<file path="config.mk">
export PLATFORM = sky130hd
export DESIGN_NAME = msj_stop_ctrl
export DESIGN_NICKNAME = d
export VERILOG_FILES = /design/src/rtl/msj_pkg.sv /design/src/rtl/msj_jerk_if.sv /design/src/rtl/msj_jerk_filter.sv /design/src/rtl/msj_stop_ctrl.sv
export SDC_FILE = /design/constraint.sdc
export NUM_CORES = 1
export LEC_CHECK = 0
export BUFFER_PORTS_ARGS = -buffer_cell sky130_fd_sc_hd__buf_2
export CORE_MARGIN = 2
export CORE_UTILIZATION = 60
export DETAILED_ROUTE_END_ITERATION = 8
export PLACE_DENSITY = 0.82
export SYNTH_ARGS = -nofsm -noshare
export SYNTH_HDL_FRONTEND = slang
export SYNTH_SLANG_ARGS = --single-unit
</file>
<file path="constraint.sdc">
create_clock -name clk_sys -period 30.5 [get_ports clk_sys]
set_input_delay 3.05 -clock clk_sys [delete_from_list [all_inputs] [get_ports clk_sys]]
set_output_delay 3.05 -clock clk_sys [all_outputs]
set_load 0.01 [all_outputs]
</file>
<file path="src/rtl/msj_pkg.sv">
// Constants, parameter map and state type for the motion stop and jerk block.
// Assumes a 200 MHz clock and a fieldbus parameter port.
package msj_pkg;

  // Parameter addresses as the fieldbus sees them
  localparam logic [15:0] ADDR_JERK      = 16'h061a;
  localparam logic [15:0] ADDR_QS_RATE   = 16'h0624;
  localparam logic [15:0] ADDR_HALT_SEL  = 16'h062e;
  localparam logic [15:0] ADDR_QS_SEL    = 16'h0630;
  localparam logic [15:0] ADDR_QS_ILIM   = 16'h110a;
  localparam logic [15:0] ADDR_HALT_ILIM = 16'h110c;

  // Values after reset
  localparam logic [15:0] JERK_RST      = 16'h0000;
  localparam logic [31:0] QS_RATE_RST   = 32'h00001770;
  localparam logic [15:0] HALT_SEL_RST  = 16'h0003;
  localparam logic [15:0] QS_SEL_RST    = 16'h0007;
  localparam logic [15:0] QS_ILIM_RST   = 16'h0064;
  localparam logic [15:0] HALT_ILIM_RST = 16'h0064;

  // Halt deceleration codes
  localparam logic [15:0] HALT_DECEL  = 16'h0001;
  localparam logic [15:0] HALT_TORQUE = 16'h0003;

  // Quick stop reaction codes, signed 16 bit
  localparam logic [15:0] QS_TQ_FAULT  = 16'hfffe;
  localparam logic [15:0] QS_DEC_FAULT = 16'hffff;
  localparam logic [15:0] QS_DEC_HOLD  = 16'h0006;
  localparam logic [15:0] QS_TQ_HOLD   = 16'h0007;

  // Quick stop ramp range in RPM/s
  localparam logic [31:0] QS_RATE_MIN = 32'h000000c8;
  localparam logic [31:0] QS_RATE_MAX = 32'h002dc6c0;

  // Operating states requested after a quick stop
  localparam logic [3:0] OPST_QS_ACTIVE = 4'h7;
  localparam logic [3:0] OPST_FAULT     = 4'h9;

  // Error classes that start a quick stop
  localparam logic [2:0] ERR_CLASS_1 = 3'h1;
  localparam logic [2:0] ERR_CLASS_2 = 3'h2;

  // Jerk filter step: one update per millisecond
  localparam int CLK_MHZ      = 200;
  localparam int TICK_TIME_US = 1000;
  localparam int TICK_CYCLES  = TICK_TIME_US * CLK_MHZ;

  typedef enum logic [2:0] {
    ST_RUN,
    ST_HALT_DEC,
    ST_HALT_STOP,
    ST_QS_DEC,
    ST_QS_HOLD,
    ST_FAULT
  } msj_state_t;

endpackage

</file>
<file path="src/rtl/msj_jerk_if.sv">
// Carrier between the stop controller and its jerk filter.
// Both ends run on the same system clock.
`timescale 1ns/1ps
interface msj_jerk_if;
  logic               tick;
  logic               enable;
  logic        [2:0]  shift;
  logic signed [31:0] acc_in;
  logic signed [31:0] acc_out;

  modport ctrl (output tick, output enable, output shift, output acc_in, input acc_out);
  modport filt (input tick, input enable, input shift, input acc_in, output acc_out);
endinterface

</file>
<file path="src/rtl/msj_jerk_filter.sv">
// First-order jerk filter on the acceleration demand.
// Assumes tick pulses once per millisecond; time constant is 2**shift ms.
`timescale 1ns/1ps
module msj_jerk_filter
(
  // Clock and reset
  input  wire logic clk_sys,
  input  wire logic rst,
  // Controller side
  msj_jerk_if.filt  jif
);

  logic signed [32:0] diff;
  logic signed [32:0] step;
  logic signed [32:0] sum;

  always_comb
  begin
    diff = 33'(jif.acc_in) - 33'(jif.acc_out);
    step = diff >>> jif.shift;
    sum  = 33'(jif.acc_out) + step;
  end

  // Off passes the demand straight through
  always_ff @(posedge clk_sys or posedge rst)
  begin
    if (rst)
      jif.acc_out <= 32'sh0;
    else if (!jif.enable)
      jif.acc_out <= jif.acc_in;
    else if (jif.tick)
      jif.acc_out <= sum[31:0];
  end

endmodule

</file>
<file path="src/rtl/msj_stop_ctrl.sv">
// Halt, quick stop and jerk limit control for the velocity motion profile.
// Assumes the profile generator reports standstill and motion start,
// and the state machine acts on the requested state.
`timescale 1ns/1ps

// How it works
// - Jerk code 0 is off; 1..128 powers of two give that filter time in ms.
// - Jerk code accepted only with mode finished; applied at next movement start.
// - Halt stops the movement; clearing halt resumes it.
// - Halt comes from the digital input or the fieldbus command.
// - Halt cleared during deceleration: stop fully first, then accelerate back.
// - Halt selector: 1 deceleration ramp, 3 torque ramp; reset 3; immediate.
// - Halt deceleration ramp uses the profile deceleration rate.
// - Without a velocity profile both stops fall back to the torque ramp.
// - Halt and quick stop current limits: unsigned 16 bit, 0.01 A, immediate.
// - Quick stop starts on fieldbus command or on error class 1 or 2.
// - After quick stop standstill request state 7 or state 9 as configured.
// - Reaction -2 torque/fault, -1 ramp/fault, 6 ramp/hold, 7 torque/hold.
// - Quick stop rate 200..3000000 RPM/s, reset 6000, applied next movement.
module msj_stop_ctrl
#(
  parameter int TICK_CYCLES = msj_pkg::TICK_CYCLES
)
(
  // Clock and reset
  input  wire logic               clk_sys,
  input  wire logic               rst,
  // Fieldbus parameter port
  input  wire logic               par_req,
  input  wire logic               par_we,
  input  wire logic        [15:0] par_addr,
  input  wire logic        [31:0] par_wdata,
  output logic                    par_ack,
  output logic                    par_err,
  output logic             [31:0] par_rdata,
  // Halt sources
  input  wire logic               halt_pin,
  input  wire logic               halt_pin_assigned,
  input  wire logic               halt_fieldbus,
  // Quick stop sources
  input  wire logic               qs_fieldbus,
  input  wire logic               err_event,
  input  wire logic        [2:0]  err_class,
  input  wire logic               qs_release,
  // Profile generator status
  input  wire logic               mode_finished,
  input  wire logic               motion_start,
  input  wire logic               standstill,
  input  wire logic               mode_has_profile,
  input  wire logic        [31:0] profile_decel_rate,
  input  wire logic signed [31:0] acc_demand,
  // Stop commands to the profile generator
  output logic                    halt_active,
  output logic                    qs_active,
  output logic                    stop_active,
  output logic                    stop_use_torque,
  output logic             [31:0] stop_decel_rate,
  output logic             [15:0] stop_current_limit,
  output logic                    resume_pulse,
  output logic signed [31:0]      acc_filtered,
  output logic             [15:0] jerk_time_active,
  // Operating-state request
  output logic             [3:0]  op_state_req,
  output logic                    op_state_valid
);

  // Parameter storage
  logic [15:0] jerk_filter_time_r;
  logic [31:0] quickstop_decel_rate_r;
  logic [15:0] halt_reaction_select_r;
  logic [15:0] quickstop_reaction_select_r;
  logic [15:0] quickstop_current_limit_r;
  logic [15:0] halt_current_limit_r;
  // Copies taken at the start of a movement
  logic [15:0] jerk_act_r;
  logic [31:0] qs_rate_act_r;

  msj_pkg::msj_state_t state_r;
  msj_pkg::msj_state_t state_nxt;

  logic [2:0]  halt_sync_r;
  logic        halt_din_r;
  logic [17:0] tick_cnt_r;
  logic        tick_r;

  logic        halt_req;
  logic        qs_trig;
  logic        qs_to_fault;
  logic        qs_torque;
  logic        halt_torque;
  logic        wr_ok;
  logic        addr_ok;
  logic [31:0] rd_val;
  logic [3:0]  wr_dec;

  msj_jerk_if jif ();

  // Only the eight listed powers of two decode as filter on
  function automatic logic [3:0] jerk_decode(input logic [15:0] code);
    logic [3:0] res;
    res = 4'h0;
    for (int i = 0; i < 8; i++)
    begin
      if (code == (16'h0001 << i))
        res = {1'b1, 3'(i)};
    end
    return res;
  endfunction

  assign wr_dec = jerk_decode(par_wdata[15:0]);

  // A level counts once stages two and three agree
  always_ff @(posedge clk_sys or posedge rst)
  begin
    if (rst)
    begin
      halt_sync_r <= 3'h0;
      halt_din_r  <= 1'b0;
    end
    else
    begin
      halt_sync_r <= {halt_sync_r[1:0], halt_pin};
      if (halt_sync_r[1] == halt_sync_r[2])
        halt_din_r <= halt_sync_r[2];
    end
  end

  // Pin ignored unless assigned the halt function
  assign halt_req = (halt_din_r & halt_pin_assigned) | halt_fieldbus;

  assign qs_trig = qs_fieldbus |
                   (err_event & ((err_class == msj_pkg::ERR_CLASS_1) |
                                 (err_class == msj_pkg::ERR_CLASS_2)));

  // No profile forces the torque ramp
  assign qs_to_fault = (quickstop_reaction_select_r == msj_pkg::QS_TQ_FAULT) |
                       (quickstop_reaction_select_r == msj_pkg::QS_DEC_FAULT);
  assign qs_torque   = (quickstop_reaction_select_r == msj_pkg::QS_TQ_FAULT) |
                       (quickstop_reaction_select_r == msj_pkg::QS_TQ_HOLD) |
                       !mode_has_profile;
  assign halt_torque = (halt_reaction_select_r != msj_pkg::HALT_DECEL) |
                       !mode_has_profile;

  // Values outside the coded sets are refused whole
  always_comb
  begin
    addr_ok = 1'b1;
    wr_ok   = 1'b1;
    rd_val  = 32'h0;
    unique case (par_addr)
      msj_pkg::ADDR_JERK:
      begin
        rd_val = {16'h0, jerk_filter_time_r};
        wr_ok  = mode_finished &
                 (par_wdata[15:0] == 16'h0 || wr_dec[3]);
      end
      msj_pkg::ADDR_QS_RATE:
      begin
        rd_val = quickstop_decel_rate_r;
        wr_ok  = (par_wdata >= msj_pkg::QS_RATE_MIN) &&
                 (par_wdata <= msj_pkg::QS_RATE_MAX);
      end
      msj_pkg::ADDR_HALT_SEL:
      begin
        rd_val = {16'h0, halt_reaction_select_r};
        wr_ok  = (par_wdata[15:0] == msj_pkg::HALT_DECEL) ||
                 (par_wdata[15:0] == msj_pkg::HALT_TORQUE);
      end
      msj_pkg::ADDR_QS_SEL:
      begin
        rd_val = {16'h0, quickstop_reaction_select_r};
        wr_ok  = (par_wdata[15:0] == msj_pkg::QS_TQ_FAULT) ||
                 (par_wdata[15:0] == msj_pkg::QS_DEC_FAULT) ||
                 (par_wdata[15:0] == msj_pkg::QS_DEC_HOLD) ||
                 (par_wdata[15:0] == msj_pkg::QS_TQ_HOLD);
      end
      msj_pkg::ADDR_QS_ILIM:
        rd_val = {16'h0, quickstop_current_limit_r};
      msj_pkg::ADDR_HALT_ILIM:
        rd_val = {16'h0, halt_current_limit_r};
      default:
      begin
        addr_ok = 1'b0;
        wr_ok   = 1'b0;
      end
    endcase
  end

  // Parameter writes
  always_ff @(posedge clk_sys or posedge rst)
  begin
    if (rst)
    begin
      jerk_filter_time_r          <= msj_pkg::JERK_RST;
      quickstop_decel_rate_r      <= msj_pkg::QS_RATE_RST;
      halt_reaction_select_r      <= msj_pkg::HALT_SEL_RST;
      quickstop_reaction_select_r <= msj_pkg::QS_SEL_RST;
      quickstop_current_limit_r   <= msj_pkg::QS_ILIM_RST;
      halt_current_limit_r        <= msj_pkg::HALT_ILIM_RST;
    end
    else if (par_req && par_we && wr_ok)
    begin
      unique case (par_addr)
        msj_pkg::ADDR_JERK:      jerk_filter_time_r          <= par_wdata[15:0];
        msj_pkg::ADDR_QS_RATE:   quickstop_decel_rate_r      <= par_wdata;
        msj_pkg::ADDR_HALT_SEL:  halt_reaction_select_r      <= par_wdata[15:0];
        msj_pkg::ADDR_QS_SEL:    quickstop_reaction_select_r <= par_wdata[15:0];
        msj_pkg::ADDR_QS_ILIM:   quickstop_current_limit_r   <= par_wdata[15:0];
        msj_pkg::ADDR_HALT_ILIM: halt_current_limit_r        <= par_wdata[15:0];
        default:                 ;
      endcase
    end
  end

  // Answer one cycle after the request
  always_ff @(posedge clk_sys or posedge rst)
  begin
    if (rst)
    begin
      par_ack   <= 1'b0;
      par_err   <= 1'b0;
      par_rdata <= 32'h0;
    end
    else
    begin
      par_ack   <= par_req;
      par_err   <= par_req & (par_we ? !wr_ok : !addr_ok);
      par_rdata <= (par_req && !par_we) ? rd_val : 32'h0;
    end
  end

  // Applied at the next movement
  always_ff @(posedge clk_sys or posedge rst)
  begin
    if (rst)
    begin
      jerk_act_r    <= msj_pkg::JERK_RST;
      qs_rate_act_r <= msj_pkg::QS_RATE_RST;
    end
    else if (motion_start)
    begin
      jerk_act_r    <= jerk_filter_time_r;
      qs_rate_act_r <= quickstop_decel_rate_r;
    end
  end

  // Millisecond tick for the jerk filter
  always_ff @(posedge clk_sys or posedge rst)
  begin
    if (rst)
    begin
      tick_cnt_r <= 18'h0;
      tick_r     <= 1'b0;
    end
    else if (tick_cnt_r == 18'(TICK_CYCLES - 1))
    begin
      tick_cnt_r <= 18'h0;
      tick_r     <= 1'b1;
    end
    else
    begin
      tick_cnt_r <= tick_cnt_r + 18'h1;
      tick_r     <= 1'b0;
    end
  end

  assign jif.tick   = tick_r;
  assign {jif.enable, jif.shift} = jerk_decode(jerk_act_r);
  assign jif.acc_in = acc_demand;

  msj_jerk_filter u_jerk
  (
    .clk_sys (clk_sys),
    .rst     (rst),
    .jif     (jif.filt)
  );

  // Quick stop outranks halt wherever it can be taken
  always_comb
  begin
    state_nxt = state_r;
    unique case (state_r)
      msj_pkg::ST_RUN:
        if (qs_trig)
          state_nxt = msj_pkg::ST_QS_DEC;
        else if (halt_req)
          state_nxt = msj_pkg::ST_HALT_DEC;
      msj_pkg::ST_HALT_DEC:
        if (qs_trig)
          state_nxt = msj_pkg::ST_QS_DEC;
        else if (standstill)
          state_nxt = msj_pkg::ST_HALT_STOP;
      msj_pkg::ST_HALT_STOP:
        if (qs_trig)
          state_nxt = msj_pkg::ST_QS_DEC;
        else if (!halt_req)
          state_nxt = msj_pkg::ST_RUN;
      msj_pkg::ST_QS_DEC:
        if (standstill)
          state_nxt = qs_to_fault ? msj_pkg::ST_FAULT : msj_pkg::ST_QS_HOLD;
      msj_pkg::ST_QS_HOLD,
      msj_pkg::ST_FAULT:
        if (qs_release)
          state_nxt = msj_pkg::ST_RUN;
      default:
        state_nxt = msj_pkg::ST_RUN;
    endcase
  end

  always_ff @(posedge clk_sys or posedge rst)
  begin
    if (rst)
      state_r <= msj_pkg::ST_RUN;
    else
      state_r <= state_nxt;
  end

  // Selectors act at once
  always_ff @(posedge clk_sys or posedge rst)
  begin
    if (rst)
    begin
      halt_active        <= 1'b0;
      qs_active          <= 1'b0;
      stop_active        <= 1'b0;
      stop_use_torque    <= 1'b0;
      stop_decel_rate    <= 32'h0;
      stop_current_limit <= 16'h0;
      resume_pulse       <= 1'b0;
    end
    else
    begin
      halt_active  <= (state_nxt == msj_pkg::ST_HALT_DEC) ||
                      (state_nxt == msj_pkg::ST_HALT_STOP);
      qs_active    <= (state_nxt == msj_pkg::ST_QS_DEC) ||
                      (state_nxt == msj_pkg::ST_QS_HOLD) ||
                      (state_nxt == msj_pkg::ST_FAULT);
      stop_active  <= (state_nxt != msj_pkg::ST_RUN);
      resume_pulse <= (state_r == msj_pkg::ST_HALT_STOP) &&
                      (state_nxt == msj_pkg::ST_RUN);
      if ((state_nxt == msj_pkg::ST_HALT_DEC) || (state_nxt == msj_pkg::ST_HALT_STOP))
      begin
        stop_use_torque    <= halt_torque;
        stop_decel_rate    <= profile_decel_rate;
        stop_current_limit <= halt_current_limit_r;
      end
      else if (state_nxt != msj_pkg::ST_RUN)
      begin
        stop_use_torque    <= qs_torque;
        stop_decel_rate    <= qs_rate_act_r;
        stop_current_limit <= quickstop_current_limit_r;
      end
      else
      begin
        stop_use_torque    <= 1'b0;
        stop_decel_rate    <= 32'h0;
        stop_current_limit <= 16'h0;
      end
    end
  end

  // State request held while parked after quick stop
  always_ff @(posedge clk_sys or posedge rst)
  begin
    if (rst)
    begin
      op_state_req   <= 4'h0;
      op_state_valid <= 1'b0;
    end
    else
    begin
      op_state_valid <= (state_nxt == msj_pkg::ST_QS_HOLD) ||
                        (state_nxt == msj_pkg::ST_FAULT);
      unique case (state_nxt)
        msj_pkg::ST_QS_HOLD: op_state_req <= msj_pkg::OPST_QS_ACTIVE;
        msj_pkg::ST_FAULT:   op_state_req <= msj_pkg::OPST_FAULT;
        default:             op_state_req <= 4'h0;
      endcase
    end
  end

  always_ff @(posedge clk_sys or posedge rst)
  begin
    if (rst)
      jerk_time_active <= msj_pkg::JERK_RST;
    else
      jerk_time_active <= jerk_act_r;
  end

  // Registered inside the filter
  assign acc_filtered = jif.acc_out;

endmodule
</file>
==> results.yml <==
flow_run:
  maxCapViolCount: 0
final_layout:
  drive_above_1_share: 0.240
  layout-area-overhead-vs-synth_pct: 16.2
  final_nets: 2207
floorplan:
  die_height_um: 175
  placement_rows: 62
  fp.dieW_um: 175
  floorplan.die_area_mm2: 0.0305
  num_io_pins: 269
  coreArea_mm2: 0.0287
  initial_core_util: 0.610
setup_path:
  critical_path_class: "primary input to flop"
  cp_data_required_time_ns: 30.97
  cp_data_arrival_time_ns: 9.23
  crit_path_end_kind: "flop"
  timing.critical_path.from_type: "primary input"
  max_stage_delay_ns: 0.75
  worst-path-buf-inv: 2
  critPathSlowestCell: "sky130_fd_sc_hd__a2111oi_0"
  crit_family: "compound AO/OA/AOI/OAI gates"
  crit_path_max_fanout: 6
clock_tree:
  clkSinkCount: 324
  post-cts-setup-buffer-count: 0
  clkTransAtPathRegs_ns: 0.06
  cts-htree-levels: 2
  clkLatencyLatePin_ns: 0.53
  ctsLongestPathBuffers: 3
  cts.root.buffer_cell: "sky130_fd_sc_hd__clkbuf_16"
  cts_tree: "done"
  postCtsHoldBufs: 0
  tritoncts.num_buffers: 34
  post_cts_resize_count: 0
logic_synthesis:
  yosys_most_used_dff: "sky130_fd_sc_hd__dfrtp_1"
  async_reset_ff_frac: 1.00
  yosys_register_bits: 324
  synth_nets: 1974
  synth_top_cells_by_area: "sky130_fd_sc_hd__dfrtp_1, sky130_fd_sc_hd__mux2_2, sky130_fd_sc_hd__nand2_1, sky130_fd_sc_hd__ha_1, sky130_fd_sc_hd__o21ai_0"
  synth.distinct_cells: 78
  synth_enable_flop_cells: 0
  top_area_cell_type_share_of_the_netlist_area: 0.428
  netlist_instances: 1778
  synth-warning-count: 0
  synthDominantAreaCellType: "sky130_fd_sc_hd__dfrtp_1"
  synth.yosys.seq_area_share: 0.465
  syn_area_per_cell_um2: 9.84
  mappedNetlistArea_mm2: 0.0175
timing:
  setup_ws_ns: 21.74
  final_max_slew_viol_count: 0
  slew-limit-headroom: 0.0788
  setup_tns_final_ns: 0
  ratio_of_final_minimum_period_to_clock_period: 0.287
  final-setup-viol-count: 0
  timing.final.crit_period_ns: 8.76
  fmax_mhz: 114
  worstMarginPinSlew_ns: 1.38
  hold_viol: 0
  rsz0062_at_grt: "no"
  final.setup_skew_ns: 0.0110
  hold-worst-slack_ns: 0.347
worst_hold_path:
  worstHoldPathType: "flop to flop"
route:
  route.detailed.drc: 0
  num_vias: 14800
  wl_mm: 48.7
  first_iter_violations: 1354
  detail_route.vias_per_cell: 6.12
  drtAntennaViolNets: 0
  routedWlPerCell_um: 20.1
  firstDrtPassIters: 6
grt:
  initial_antenna_violation_count: 2
  grt_use_total: 0.320
  first_global_vias: 14700
  grt_overflow_total: 0
  grt_start_max_net_pins: 199
  grt_pass1_wl_mm: 78.0
placement:
  globalplace.congestion: 0.974
  placement.setup.worst_slack_ns: 21.53
  dp_hpwl_mm: 34.9
  numPortBuffers: 268
outcome:
  outcome: "completed"
power_and_ir_drop:
  pwr_density_cell_mw_per_mm2: 59.7
  total_power_draw_mw: 1.21
  p_leak_nw: 9.88
  vdd_ir_drop_max_mv: 0.0567
registers in the layout (all words and copies together) (netlist names), 18 cells and up:
name / flops
stop_decel_rate: 32
quickstop_decel_rate_r: 32
tick_cnt_r: 18
qs_rate_act_r: 32
par_rdata: 32
u_jerk.jif.acc_out: 32
report_power, final:
group          total [mW]  switching [mW]  internal, mW
logic               0.321           0.209         0.112
registers           0.468          0.0119         0.456
clock network       0.425           0.174         0.251
total                1.21           0.396         0.818
Yosys cell counts, drive strengths merged (4+ instances only):
cell / number
dfrtp: 299
nand2: 237
o21ai: 140
mux2: 117
nor2: 95
a21oi: 93
ha: 65
inv: 64
mux2i: 59
clkbuf: 58
a22oi: 52
and2: 52
xnor2: 44
nand3: 32
nor3: 30
buf: 28
xor2: 28
dfstp: 25
a31oi: 24
nor4: 23
nand4: 21
a21o: 19
nand2b: 17
o21a: 15
and3: 14
a211oi: 13
nor2b: 10
o21bai: 9
o211ai: 8
or4: 8
o41ai: 5
or2: 5
or3: 5
a211o: 4
o2111ai: 4
o22ai: 4
o31ai: 4
routing by layer:
layer,routed length (um),share of wire,track usage,vias up
li1,-,-,-,6809
met1,20600,0.42,0.445,7182
met2,22500,0.46,0.506,699
met3,3920,0.080,0.0570,127
met4,1710,0.035,0.117,0
met5,0,0,0,-
cells in the final DEF, fill, tap and decap left out, drive strengths merged, types with 5 or more instances in the layout:
cell / count
a21oi: 93
and2: 52
inv: 66
a211oi: 13
a31oi: 24
xor2: 28
o21a: 15
o41ai: 5
nand2: 237
mux2: 117
nand4: 21
nor2: 95
dfrtp: 299
a22oi: 52
mux2i: 59
a21o: 19
o21bai: 9
xnor2: 44
dfstp: 25
ha: 65
nand3: 32
buf: 283
nor2b: 10
or4: 8
o211ai: 8
clkbuf: 53
nand2b: 17
or3: 5
or2: 5
o21ai: 140
nor4: 23
nor3: 30
and3: 14
worst paths after layout:
kind | end | slack (ns) | cells past startpoint | from
setup / recovery | u_jerk.jif.acc_out[31]$_DFFE_PP0P_ | 21.74 | 25 | acc_demand[0]
hold / removal | halt_sync_r[1]$_DFF_PP0_ | 0.35 | 0 | halt_sync_r[0]$_DFF_PP0_
setup reg to reg | u_jerk.jif.acc_out[31]$_DFFE_PP0P_ | 23.82 | 18 | jerk_act_r[12]$_DFFE_PP0P_
hold reg to reg | halt_sync_r[1]$_DFF_PP0_ | 0.35 | 0 | halt_sync_r[0]$_DFF_PP0_
max in group asynchronous | halt_current_limit_r[15]$_DFFE_PP0P_ | 26.17 | 3 | rst
min in group asynchronous | stop_decel_rate[25]$_DFF_PP0_ | 2.73 | 2 | rst
cell type report:
class / count / area, um^2
Tap cell: 384 / 480
Clock buffer: 53 / 1020
Multi-Input combinational cell: 1304 / 8830
Inverter: 64 / 248
Fill cell: 2203 / 8370
Antenna cell: 1 / 2.50
Clock inverter: 9 / 141
Sequential cell: 324 / 8140
Timing Repair Buffer: 283 / 1470
cells by family after synthesis:
group	after synthesis	synth area share
AOI/OAI and AO/OA	425	0.151
muxes	176	0.109
and+or+nand+nor	562	0.154
adders and majority gates	69	0.0499
DFF	324	0.465
buffers and inverters	150	0.0340
xor gates and xnor gates	72	0.0360
stage by stage:
step           area [um^2]  std cells   util
6_report             20300       2422  0.708
2_1_floorplan        17500       1778      -
3_5_place_dp         19200       2359  0.668
5_1_grt              20300       2422  0.708
4_1_cts              20300       2421  0.708
3_3_place_gp         19200       2359  0.668
Power figures use the tool's default switching activity.
